## config.mk

```make
export PLATFORM = sky130hd
export DESIGN_NAME = tone_event_interrupt_fifo
export DESIGN_NICKNAME = d
export VERILOG_FILES = /design/src/hdl/tone_irq_pkg.sv /design/src/hdl/tone_event_interrupt_fifo.sv
export SDC_FILE = /design/constraint.sdc
export NUM_CORES = 1
export LEC_CHECK = 0
export ABC_AREA = 0
export BUFFER_PORTS_ARGS = -buffer_cell sky130_fd_sc_hd__buf_2
export CORE_MARGIN = 1
export CORE_UTILIZATION = 45
export DETAILED_ROUTE_END_ITERATION = 8
export PLACE_DENSITY_LB_ADDON = 0.12
export SLEW_MARGIN = 20
export SYNTH_ARGS = -nofsm -noshare
export SYNTH_HDL_FRONTEND = slang
export SYNTH_SLANG_ARGS = --single-unit
```

## constraint.sdc

```tcl
create_clock -name clk_sys_i -period 3.74 [get_ports clk_sys_i]
set_input_delay 0.374 -clock clk_sys_i [delete_from_list [all_inputs] [get_ports clk_sys_i]]
set_output_delay 0.374 -clock clk_sys_i [all_outputs]
set_load 0.01 [all_outputs]
```

## src/hdl/tone_irq_pkg.sv

```systemverilog
// package: register map, field layout and sizes for the tone event interrupt queue
package tone_irq_pkg;
    // printed offsets are not multiples of four: they are indices, byte address = 4 * index
    localparam logic [11:0] TONE_EVENT_QUEUE_IDX       = 12'h410;
    localparam logic [11:0] INTERRUPT_TEST_CONTROL_IDX = 12'h411;
    localparam logic [11:0] IRQ_STATUS_IDX             = 12'h412;
    localparam logic [11:0] IRQ_MASK_IDX               = 12'h413;
    localparam logic [13:0] TONE_EVENT_QUEUE_ADDR       = {TONE_EVENT_QUEUE_IDX, 2'b00};
    localparam logic [13:0] INTERRUPT_TEST_CONTROL_ADDR = {INTERRUPT_TEST_CONTROL_IDX, 2'b00};
    localparam logic [13:0] IRQ_STATUS_ADDR             = {IRQ_STATUS_IDX, 2'b00};
    localparam logic [13:0] IRQ_MASK_ADDR               = {IRQ_MASK_IDX, 2'b00};
    localparam int          ADDR_W        = 14;
    localparam int          CODE_W        = 5;
    localparam int          QUEUE_DEPTH   = 32;
    localparam int          PTR_W         = 5;
    localparam int          PENDING_BIT   = 7;
    localparam int          TEST_IRQ_BIT  = 0;
    localparam logic [7:0]  QUEUE_RESET   = 8'h00;
    localparam logic [7:0]  TEST_RESET    = 8'h00;
    // status/mask bit layout
    localparam int          ST_EVENT_BIT  = 0;
    localparam int          ST_OVFL_BIT   = 1;
    localparam int          ST_TEST_BIT   = 2;
    localparam int          ST_W          = 3;
    localparam logic [1:0]  RESP_OKAY     = 2'b00;
    localparam logic [1:0]  RESP_SLVERR   = 2'b10;

    typedef struct packed {
        logic                valid;
        logic [CODE_W-1:0]   code;
    } tone_event_t;
endpackage

```

## src/hdl/tone_event_interrupt_fifo.sv

```systemverilog
// tone event interrupt queue with axi4-lite register access
//
// Behaviour
// - pending bit 7 reads one while any tone event remains queued.
// - reading the queue register pops the returned entry, acting as acknowledge.
// - pending zero means nothing outstanding and the queue is empty.
// - bits 6 and 5 of the queue register always read zero.
// - after reset the queue register reads 00, queue empty.
//
// Local design decision: the AXI4-Lite slave port.
`timescale 1ns/1ns
`default_nettype none
module tone_event_interrupt_fifo
    import tone_irq_pkg::*;
(
    input  wire logic              clk_sys_i,
    input  wire logic              rst_i,
    input  wire tone_event_t       tone_evt_i,
    input  wire logic [ADDR_W-1:0] s_axi_awaddr_i,
    input  wire logic              s_axi_awvalid_i,
    output logic                   s_axi_awready_o,
    input  wire logic [31:0]       s_axi_wdata_i,
    input  wire logic [3:0]        s_axi_wstrb_i,
    input  wire logic              s_axi_wvalid_i,
    output logic                   s_axi_wready_o,
    output logic [1:0]             s_axi_bresp_o,
    output logic                   s_axi_bvalid_o,
    input  wire logic              s_axi_bready_i,
    input  wire logic [ADDR_W-1:0] s_axi_araddr_i,
    input  wire logic              s_axi_arvalid_i,
    output logic                   s_axi_arready_o,
    output logic [31:0]            s_axi_rdata_o,
    output logic [1:0]             s_axi_rresp_o,
    output logic                   s_axi_rvalid_o,
    input  wire logic              s_axi_rready_i,
    output logic                   irq_o
);
    // =====================================================
    // event queue
    logic [CODE_W-1:0] mem_q [QUEUE_DEPTH];
    logic [PTR_W-1:0]  wr_ptr_q;
    logic [PTR_W-1:0]  rd_ptr_q;
    logic [PTR_W:0]    count_q;
    logic              push;
    logic              pop;
    logic              empty;
    logic              full;
    logic [7:0]        queue_view;

    // count carries one bit more than the pointers so a full queue is never taken for empty
    assign empty = (count_q == '0);
    assign full  = (count_q == (PTR_W+1)'(QUEUE_DEPTH));
    // an event arriving while full is dropped and flagged as overflow
    assign push  = tone_evt_i.valid && !full;

    // storage has no reset; an empty queue forces the code field to zero instead
    always_ff @(posedge clk_sys_i) begin
        if (push) begin
            mem_q[wr_ptr_q] <= tone_evt_i.code;
        end
    end

    always_ff @(posedge clk_sys_i) begin
        if (rst_i) begin
            wr_ptr_q <= '0;
            rd_ptr_q <= '0;
            count_q  <= '0;
        end else begin
            if (push) begin
                wr_ptr_q <= wr_ptr_q + 1'b1;
            end
            if (pop) begin
                rd_ptr_q <= rd_ptr_q + 1'b1;
            end
            count_q <= count_q + (PTR_W+1)'(push) - (PTR_W+1)'(pop);
        end
    end

    // pending flag, two zero bits, oldest code
    always_comb begin
        queue_view              = QUEUE_RESET;
        queue_view[PENDING_BIT] = !empty;
        queue_view[6:5]         = 2'b00;
        queue_view[CODE_W-1:0]  = empty ? '0 : mem_q[rd_ptr_q];
    end

    // =====================================================
    // test register, status and mask
    logic [7:0]      test_q;
    logic [ST_W-1:0] status_q;
    logic [ST_W-1:0] mask_q;
    logic [ST_W-1:0] status_set;
    logic [ST_W-1:0] w1c;
    logic            wr_fire;
    logic [13:0]     wr_addr_q;
    logic [31:0]     wr_data_q;
    logic [3:0]      wr_strb_q;

    always_comb begin
        status_set               = '0;
        status_set[ST_EVENT_BIT] = push;
        status_set[ST_OVFL_BIT]  = tone_evt_i.valid && full;
        // the test bit lets software force the interrupt line without a detector
        status_set[ST_TEST_BIT]  = test_q[TEST_IRQ_BIT];
    end

    always_comb begin
        w1c = '0;
        if (wr_fire && wr_addr_q == IRQ_STATUS_ADDR && wr_strb_q[0]) begin
            w1c = wr_data_q[ST_W-1:0];
        end
    end

    always_ff @(posedge clk_sys_i) begin
        if (rst_i) begin
            status_q <= '0;
        end else begin
            // a set in the same cycle as its clear wins
            status_q <= (status_q & ~w1c) | status_set;
        end
    end

    // all eight test bits are stored; only bit 0 has an effect
    always_ff @(posedge clk_sys_i) begin
        if (rst_i) begin
            test_q <= TEST_RESET;
            mask_q <= '0;
        end else if (wr_fire && wr_strb_q[0]) begin
            if (wr_addr_q == INTERRUPT_TEST_CONTROL_ADDR) begin
                test_q <= wr_data_q[7:0];
            end
            if (wr_addr_q == IRQ_MASK_ADDR) begin
                mask_q <= wr_data_q[ST_W-1:0];
            end
        end
    end

    always_ff @(posedge clk_sys_i) begin
        if (rst_i) begin
            irq_o <= 1'b0;
        end else begin
            // built from the next status, so irq rises on the same edge as its status bit
            irq_o <= |((status_q & ~w1c | status_set) & mask_q);
        end
    end

    // =====================================================
    // axi4-lite write channel: address and data taken in either order
    logic aw_have_q;
    logic w_have_q;

    // nothing new is taken while a response waits: one write at a time
    assign s_axi_awready_o = !aw_have_q && !s_axi_bvalid_o;
    assign s_axi_wready_o  = !w_have_q && !s_axi_bvalid_o;
    assign wr_fire         = aw_have_q && w_have_q && !s_axi_bvalid_o;

    always_ff @(posedge clk_sys_i) begin
        if (rst_i) begin
            aw_have_q      <= 1'b0;
            w_have_q       <= 1'b0;
            wr_addr_q      <= '0;
            wr_data_q      <= '0;
            wr_strb_q      <= '0;
            s_axi_bvalid_o <= 1'b0;
            s_axi_bresp_o  <= RESP_OKAY;
        end else begin
            if (s_axi_awvalid_i && s_axi_awready_o) begin
                aw_have_q <= 1'b1;
                wr_addr_q <= s_axi_awaddr_i;
            end
            if (s_axi_wvalid_i && s_axi_wready_o) begin
                w_have_q  <= 1'b1;
                wr_data_q <= s_axi_wdata_i;
                wr_strb_q <= s_axi_wstrb_i;
            end
            if (wr_fire) begin
                aw_have_q      <= 1'b0;
                w_have_q       <= 1'b0;
                s_axi_bvalid_o <= 1'b1;
                // the queue register is read-only; writes there are ignored
                unique case (wr_addr_q)
                    TONE_EVENT_QUEUE_ADDR, INTERRUPT_TEST_CONTROL_ADDR,
                    IRQ_STATUS_ADDR, IRQ_MASK_ADDR: s_axi_bresp_o <= RESP_OKAY;
                    default:                        s_axi_bresp_o <= RESP_SLVERR;
                endcase
            end else if (s_axi_bvalid_o && s_axi_bready_i) begin
                s_axi_bvalid_o <= 1'b0;
            end
        end
    end

    // =====================================================
    // axi4-lite read channel: one-cycle answer, pop on acceptance of a queue read
    logic rd_take;

    assign s_axi_arready_o = !s_axi_rvalid_o;
    assign rd_take         = s_axi_arvalid_i && s_axi_arready_o;
    // the head is captured and popped on one edge, so no later read can return it again
    assign pop             = rd_take && s_axi_araddr_i == TONE_EVENT_QUEUE_ADDR && !empty;

    always_ff @(posedge clk_sys_i) begin
        if (rst_i) begin
            s_axi_rvalid_o <= 1'b0;
            s_axi_rdata_o  <= '0;
            s_axi_rresp_o  <= RESP_OKAY;
        end else if (rd_take) begin
            s_axi_rvalid_o <= 1'b1;
            s_axi_rresp_o  <= RESP_OKAY;
            // unmapped places read zero with an error, so a stray address cannot pass for an empty queue
            unique case (s_axi_araddr_i)
                TONE_EVENT_QUEUE_ADDR:       s_axi_rdata_o <= {24'h000000, queue_view};
                INTERRUPT_TEST_CONTROL_ADDR: s_axi_rdata_o <= {24'h000000, test_q};
                IRQ_STATUS_ADDR:             s_axi_rdata_o <= {29'h00000000, status_q};
                IRQ_MASK_ADDR:               s_axi_rdata_o <= {29'h00000000, mask_q};
                default: begin
                    s_axi_rdata_o <= '0;
                    s_axi_rresp_o <= RESP_SLVERR;
                end
            endcase
        end else if (s_axi_rvalid_o && s_axi_rready_i) begin
            s_axi_rvalid_o <= 1'b0;
        end
    end

    // =====================================================
    // checks
    chk_pending_tracks_queue: assert property (@(posedge clk_sys_i) disable iff (rst_i)
        queue_view[PENDING_BIT] == (count_q != '0))
        else $error("pending flag disagrees with queue fill");

    chk_pop_on_read: assert property (@(posedge clk_sys_i) disable iff (rst_i)
        pop && !push |=> count_q == $past(count_q) - 1'b1)
        else $error("queue read did not remove one entry");

    chk_zero_means_empty: assert property (@(posedge clk_sys_i) disable iff (rst_i)
        s_axi_rvalid_o && $past(pop) == 1'b0 && s_axi_rdata_o[PENDING_BIT] == 1'b0
        && $past(rd_take) && $past(s_axi_araddr_i) == TONE_EVENT_QUEUE_ADDR
        |-> s_axi_rdata_o[4:0] == 5'h00 && $past(count_q) == '0)
        else $error("pending clear but the queue held entries");

    chk_unused_bits_zero: assert property (@(posedge clk_sys_i) disable iff (rst_i)
        $past(rd_take) && $past(s_axi_araddr_i) == TONE_EVENT_QUEUE_ADDR |-> s_axi_rdata_o[6:5] == 2'b00)
        else $error("unused queue bits read nonzero");

    chk_reset_empty: assert property (@(posedge clk_sys_i)
        $past(rst_i) |-> count_q == '0 && queue_view == QUEUE_RESET)
        else $error("queue not empty after reset");

    chk_push_on_event: assert property (@(posedge clk_sys_i) disable iff (rst_i)
        push && !pop |=> count_q == $past(count_q) + 1'b1)
        else $error("tone event was not queued");

    chk_oldest_first: assert property (@(posedge clk_sys_i) disable iff (rst_i)
        empty && push ##1 !pop |-> queue_view[4:0] == $past(tone_evt_i.code))
        else $error("head of queue is not the first event");

    chk_read_response: assert property (@(posedge clk_sys_i) disable iff (rst_i)
        rd_take |=> s_axi_rvalid_o)
        else $error("read not answered in one cycle");

    // answers are checked one cycle after the edge that accepted the read
    chk_pending_on_read: assert property (@(posedge clk_sys_i) disable iff (rst_i)
        $past(rd_take) && $past(s_axi_araddr_i) == TONE_EVENT_QUEUE_ADDR
        |-> s_axi_rdata_o[PENDING_BIT] == ($past(count_q) != '0))
        else $error("returned pending flag disagrees with queue fill");

    chk_queue_read_okay: assert property (@(posedge clk_sys_i) disable iff (rst_i)
        $past(rd_take) && $past(s_axi_araddr_i) == TONE_EVENT_QUEUE_ADDR |-> s_axi_rresp_o == RESP_OKAY)
        else $error("queue read answered with an error");

    chk_count_holds_idle: assert property (@(posedge clk_sys_i) disable iff (rst_i)
        !push && !pop |=> count_q == $past(count_q))
        else $error("queue fill changed without a push or a pop");

    chk_empty_stays: assert property (@(posedge clk_sys_i) disable iff (rst_i)
        empty && !push |=> empty)
        else $error("empty queue gained an entry without an event");

    chk_reset_clears: assert property (@(posedge clk_sys_i)
        rst_i |=> count_q == '0 && !irq_o && !s_axi_rvalid_o && !s_axi_bvalid_o)
        else $error("reset left state behind");

    chk_full_drops_event: assert property (@(posedge clk_sys_i) disable iff (rst_i)
        tone_evt_i.valid && full |=> status_q[ST_OVFL_BIT] && count_q <= $past(count_q))
        else $error("event into a full queue was not dropped and flagged");

    chk_event_sets_status: assert property (@(posedge clk_sys_i) disable iff (rst_i)
        push |=> status_q[ST_EVENT_BIT] && queue_view[PENDING_BIT])
        else $error("queued event left status or pending flag clear");

    chk_irq_follows_status: assert property (@(posedge clk_sys_i) disable iff (rst_i)
        irq_o == |(status_q & $past(mask_q)))
        else $error("irq output disagrees with unmasked status");

    chk_status_clear: assert property (@(posedge clk_sys_i) disable iff (rst_i)
        wr_fire && wr_addr_q == IRQ_STATUS_ADDR && wr_strb_q[0]
        |=> (status_q & $past(wr_data_q[ST_W-1:0]) & ~$past(status_set)) == '0)
        else $error("written one did not clear its status bit");

    chk_mask_write_lands: assert property (@(posedge clk_sys_i) disable iff (rst_i)
        wr_fire && wr_addr_q == IRQ_MASK_ADDR && wr_strb_q[0] |=> mask_q == $past(wr_data_q[ST_W-1:0]))
        else $error("mask write did not land");

    chk_write_answer: assert property (@(posedge clk_sys_i) disable iff (rst_i)
        wr_fire |=> s_axi_bvalid_o)
        else $error("write not answered one cycle after both halves were held");
endmodule
`default_nettype wire

```

==> results.ini <==
[routing]
dr.first_iter.drc_count=288
dr.pass1.iters=4
dr_total_vias=5403
via_per_inst=5.27
drc_errors=0
totalWireLength_um=19100
wl_per_cell_um=18.6
antenna_left=0

[yosys]
synth_area_mm2=0.00955
yosysTopAreaCellShare_pct=50.3
synth_flop_cell=edfxtp_1
syn_avg_cell_area_um2=14.3
synth_edf_count=160
ys_seq_area_share_pct=65.6
postSynthCellCount=667
ys_ff_latch=233
yosysMostFrequentCell=edfxtp_1
synth_largest_area_cell=edfxtp_1
async_reset_ff_share_pct=0
yosys_warnings=0
synth_common_cells=160 x edfxtp_1, 94 x nor2_1, 73 x dfxtp_1
synth.distinct_cells=54
synth_area_leaders=edfxtp_1 50%, dfxtp_1 15%, mux4_2 6.6%

[global_routing]
grt_pass1_wl_um=30100
grt_pass1_vias=5610
grt_overflow=0
grt.total_usage_pct=18.1
grt_max_degree=50
antenna_found_initial=0

[timing]
tns_ns=0
hold_viol_final=0
grt_setup_unrepaired=false
clock_skew_ns=0.0245
relSlewSlack_pct=33.4
finalMaxSlewViolations=0
fin_crit_sh_pct=80.8
fmax_ghz=0.331
max_slew.worst_pin.slew_ns=0.995
final.min_clock_period_ns=3.02
finalSetupViolCount=0

[placed_design]
dpl-instance-area_mm2=0.0100
gp_congestion=0.794
dp.cells=980
hpwl_um=12600
io_buffers=65

[final_layout]
nets=828
area_growth_pct=13.8
drive_gt1_share_pct=19.7
final_area_mm2=0.0109
antenna_cells_inserted=0
final-instance-count-excl-fill=1025

[cts]
clk_latency_ns=0.54
ctsHoldBuffers=0
clock_sinks=233
cts_buffers=25
clk_pin_slew_ns=0.06
cts-root-buf=clkbuf_16
htree_levels=1
clock_path_buffers=3
ctsResizeCount=0
postCtsSetupRepairBufs=0
cts_tree=done

[worst_setup_path]
cp_max_fo=3
crit_slowest_cell=nor3_1
cp_cell_sequence=inv_1 -> ha_1 -> nor3b_1 -> a211o_1 -> nor3_1 -> xor2_1 -> ha_1 -> inv_1 -> fa_1 -> inv_1 -> a21oi_1 -> nor2_1 -> nor2_1 -> xor2_1 -> nor2_1
reg2reg_from=count_q[2]
critPathRequiredTime_ns=4.11
end_kind=flip-flop
crit_path_start=count_q[2]
startpoint_type=flip-flop
critPathKind=reg2reg
critical_path_arrival_ns=3.39
cpPeakStageDelay_ns=0.45

[status]
status=finished, final reports clean

[die]
die-area_mm2=0.0218
die_w_um=148
ios=119
rows=52
initial_core_util_pct=46.6
coreArea_mm2=0.0205
die_y_um=148

[power_and_ir_drop]
p_per_area_mw_per_mm2=532
p_leak_nw=3.87
p_total_mw=5.79
ir_worst_vdd_mv=0.423

[job]
drv_cap=0

[worst_hold_path]
min_from=s_axi_rready_i
hp-class=in2reg

[worst paths after layout]
| kind | endpoint | slack [ns] | cells past startpoint |
|---|---|---|---|
| hold reg to reg | s_axi_rdata_o[6] | 0.45 | 2 |
| hold / removal | s_axi_rvalid_o | 0.05 | 2 |
| setup reg to reg | count_q[4] | 0.72 | 15 |
| setup / recovery | count_q[4] | 0.72 | 15 |
[per-layer routing]
layer  up-vias  GRT usage, %  share of wire (%)
li1       2561             -                  -
met1      2658          23.5                 44
met2       147          31.4                 49
met3        37          2.81                5.1
met4         0          5.52                2.7
met5         -             0                  0
[cells in the final DEF (no fill, tap or decap), types with 7 or more instances in the layout]
cell type,synthesis,routed
edfxtp_1,160,160
nor2_1,94,94
dfxtp_1,73,72
buf_2,4,65
nand2_1,50,50
mux2i_1,39,39
mux4_2,28,28
conb_1,1,26
a21oi_1,25,25
clkbuf_16,0,25
inv_1,15,15
ha_1,13,13
mux4_1,10,10
nand3_1,9,9
a22oi_1,9,9
xor2_1,8,8
nor2b_1,7,7
[power breakdown]
group	internal [mW]	leakage (nW)	switching [mW]
Combinational	0.182	1.42	0.278
Clock	1.49	0.407	0.962
Sequential	2.83	2.04	0.0394
Total	4.51	3.87	1.28
[logic make-up after synthesis]
logic type      Yosys count  share of synthesized area (%)
buf+inv                  71                           4.19
mux                      83                           14.1
flops                   233                           65.6
compound gates           64                           4.35
xor+xnor                 12                           1.10
other cells               1                         0.0393
simple gates            189                           8.65
fa+ha+maj                14                           1.91
[state kept, by name, summed over array words and instances (netlist names), named ones only]
| signal | cells |
|---|---|
| wr_strb_q | 1 |
| wr_addr_q | 14 |
| test_q | 8 |
| wr_ptr_q | 5 |
| irq_o | 1 |
| w_have_q | 1 |
| wr_data_q | 8 |
| s_axi_rvalid_o | 1 |
| aw_have_q | 1 |
| mem_q | 160 |
| s_axi_rresp_o | 1 |
| mask_q | 3 |
| s_axi_rdata_o | 8 |
| rd_ptr_q | 5 |
| s_axi_bresp_o | 1 |
| status_q | 3 |
| s_axi_bvalid_o | 1 |
| count_q | 6 |
[cell type report]
class,instances,area [µm²]
clock buffer,33,683
clock inverter,12,148
fill,1702,9630
inverter,17,63.8
multi-input combinational,388,2980
sequential,233,6270
tap,270,338
timing repair buffer,72,390
[metrics by stage]
stage / utilization [%] / hold slack, ns / worst slack [ns]
floorplan: - / 0.427 / 0.860
global placement: 49.0 / 0.440 / 0.671
detailed placement: 49.0 / 0.449 / 0.632
CTS: 53.0 / 0.0282 / 0.673
global route: 53.0 / 0.0378 / 0.428
finish: 53.0 / 0.0504 / 0.719
[critical path: cells and delay by family (launching register included)]
kind                       cells  cell delay, ns
DFF                            1            0.33
and+or+nand+nor                5            0.81
AOI/OAI and AO/OA              2            0.43
xor gates and xnor gates       2            0.31
buffers and inverters          3            0.21
adders and majority gates      3            0.81
Note: power is estimated with default switching activity, not from simulation.
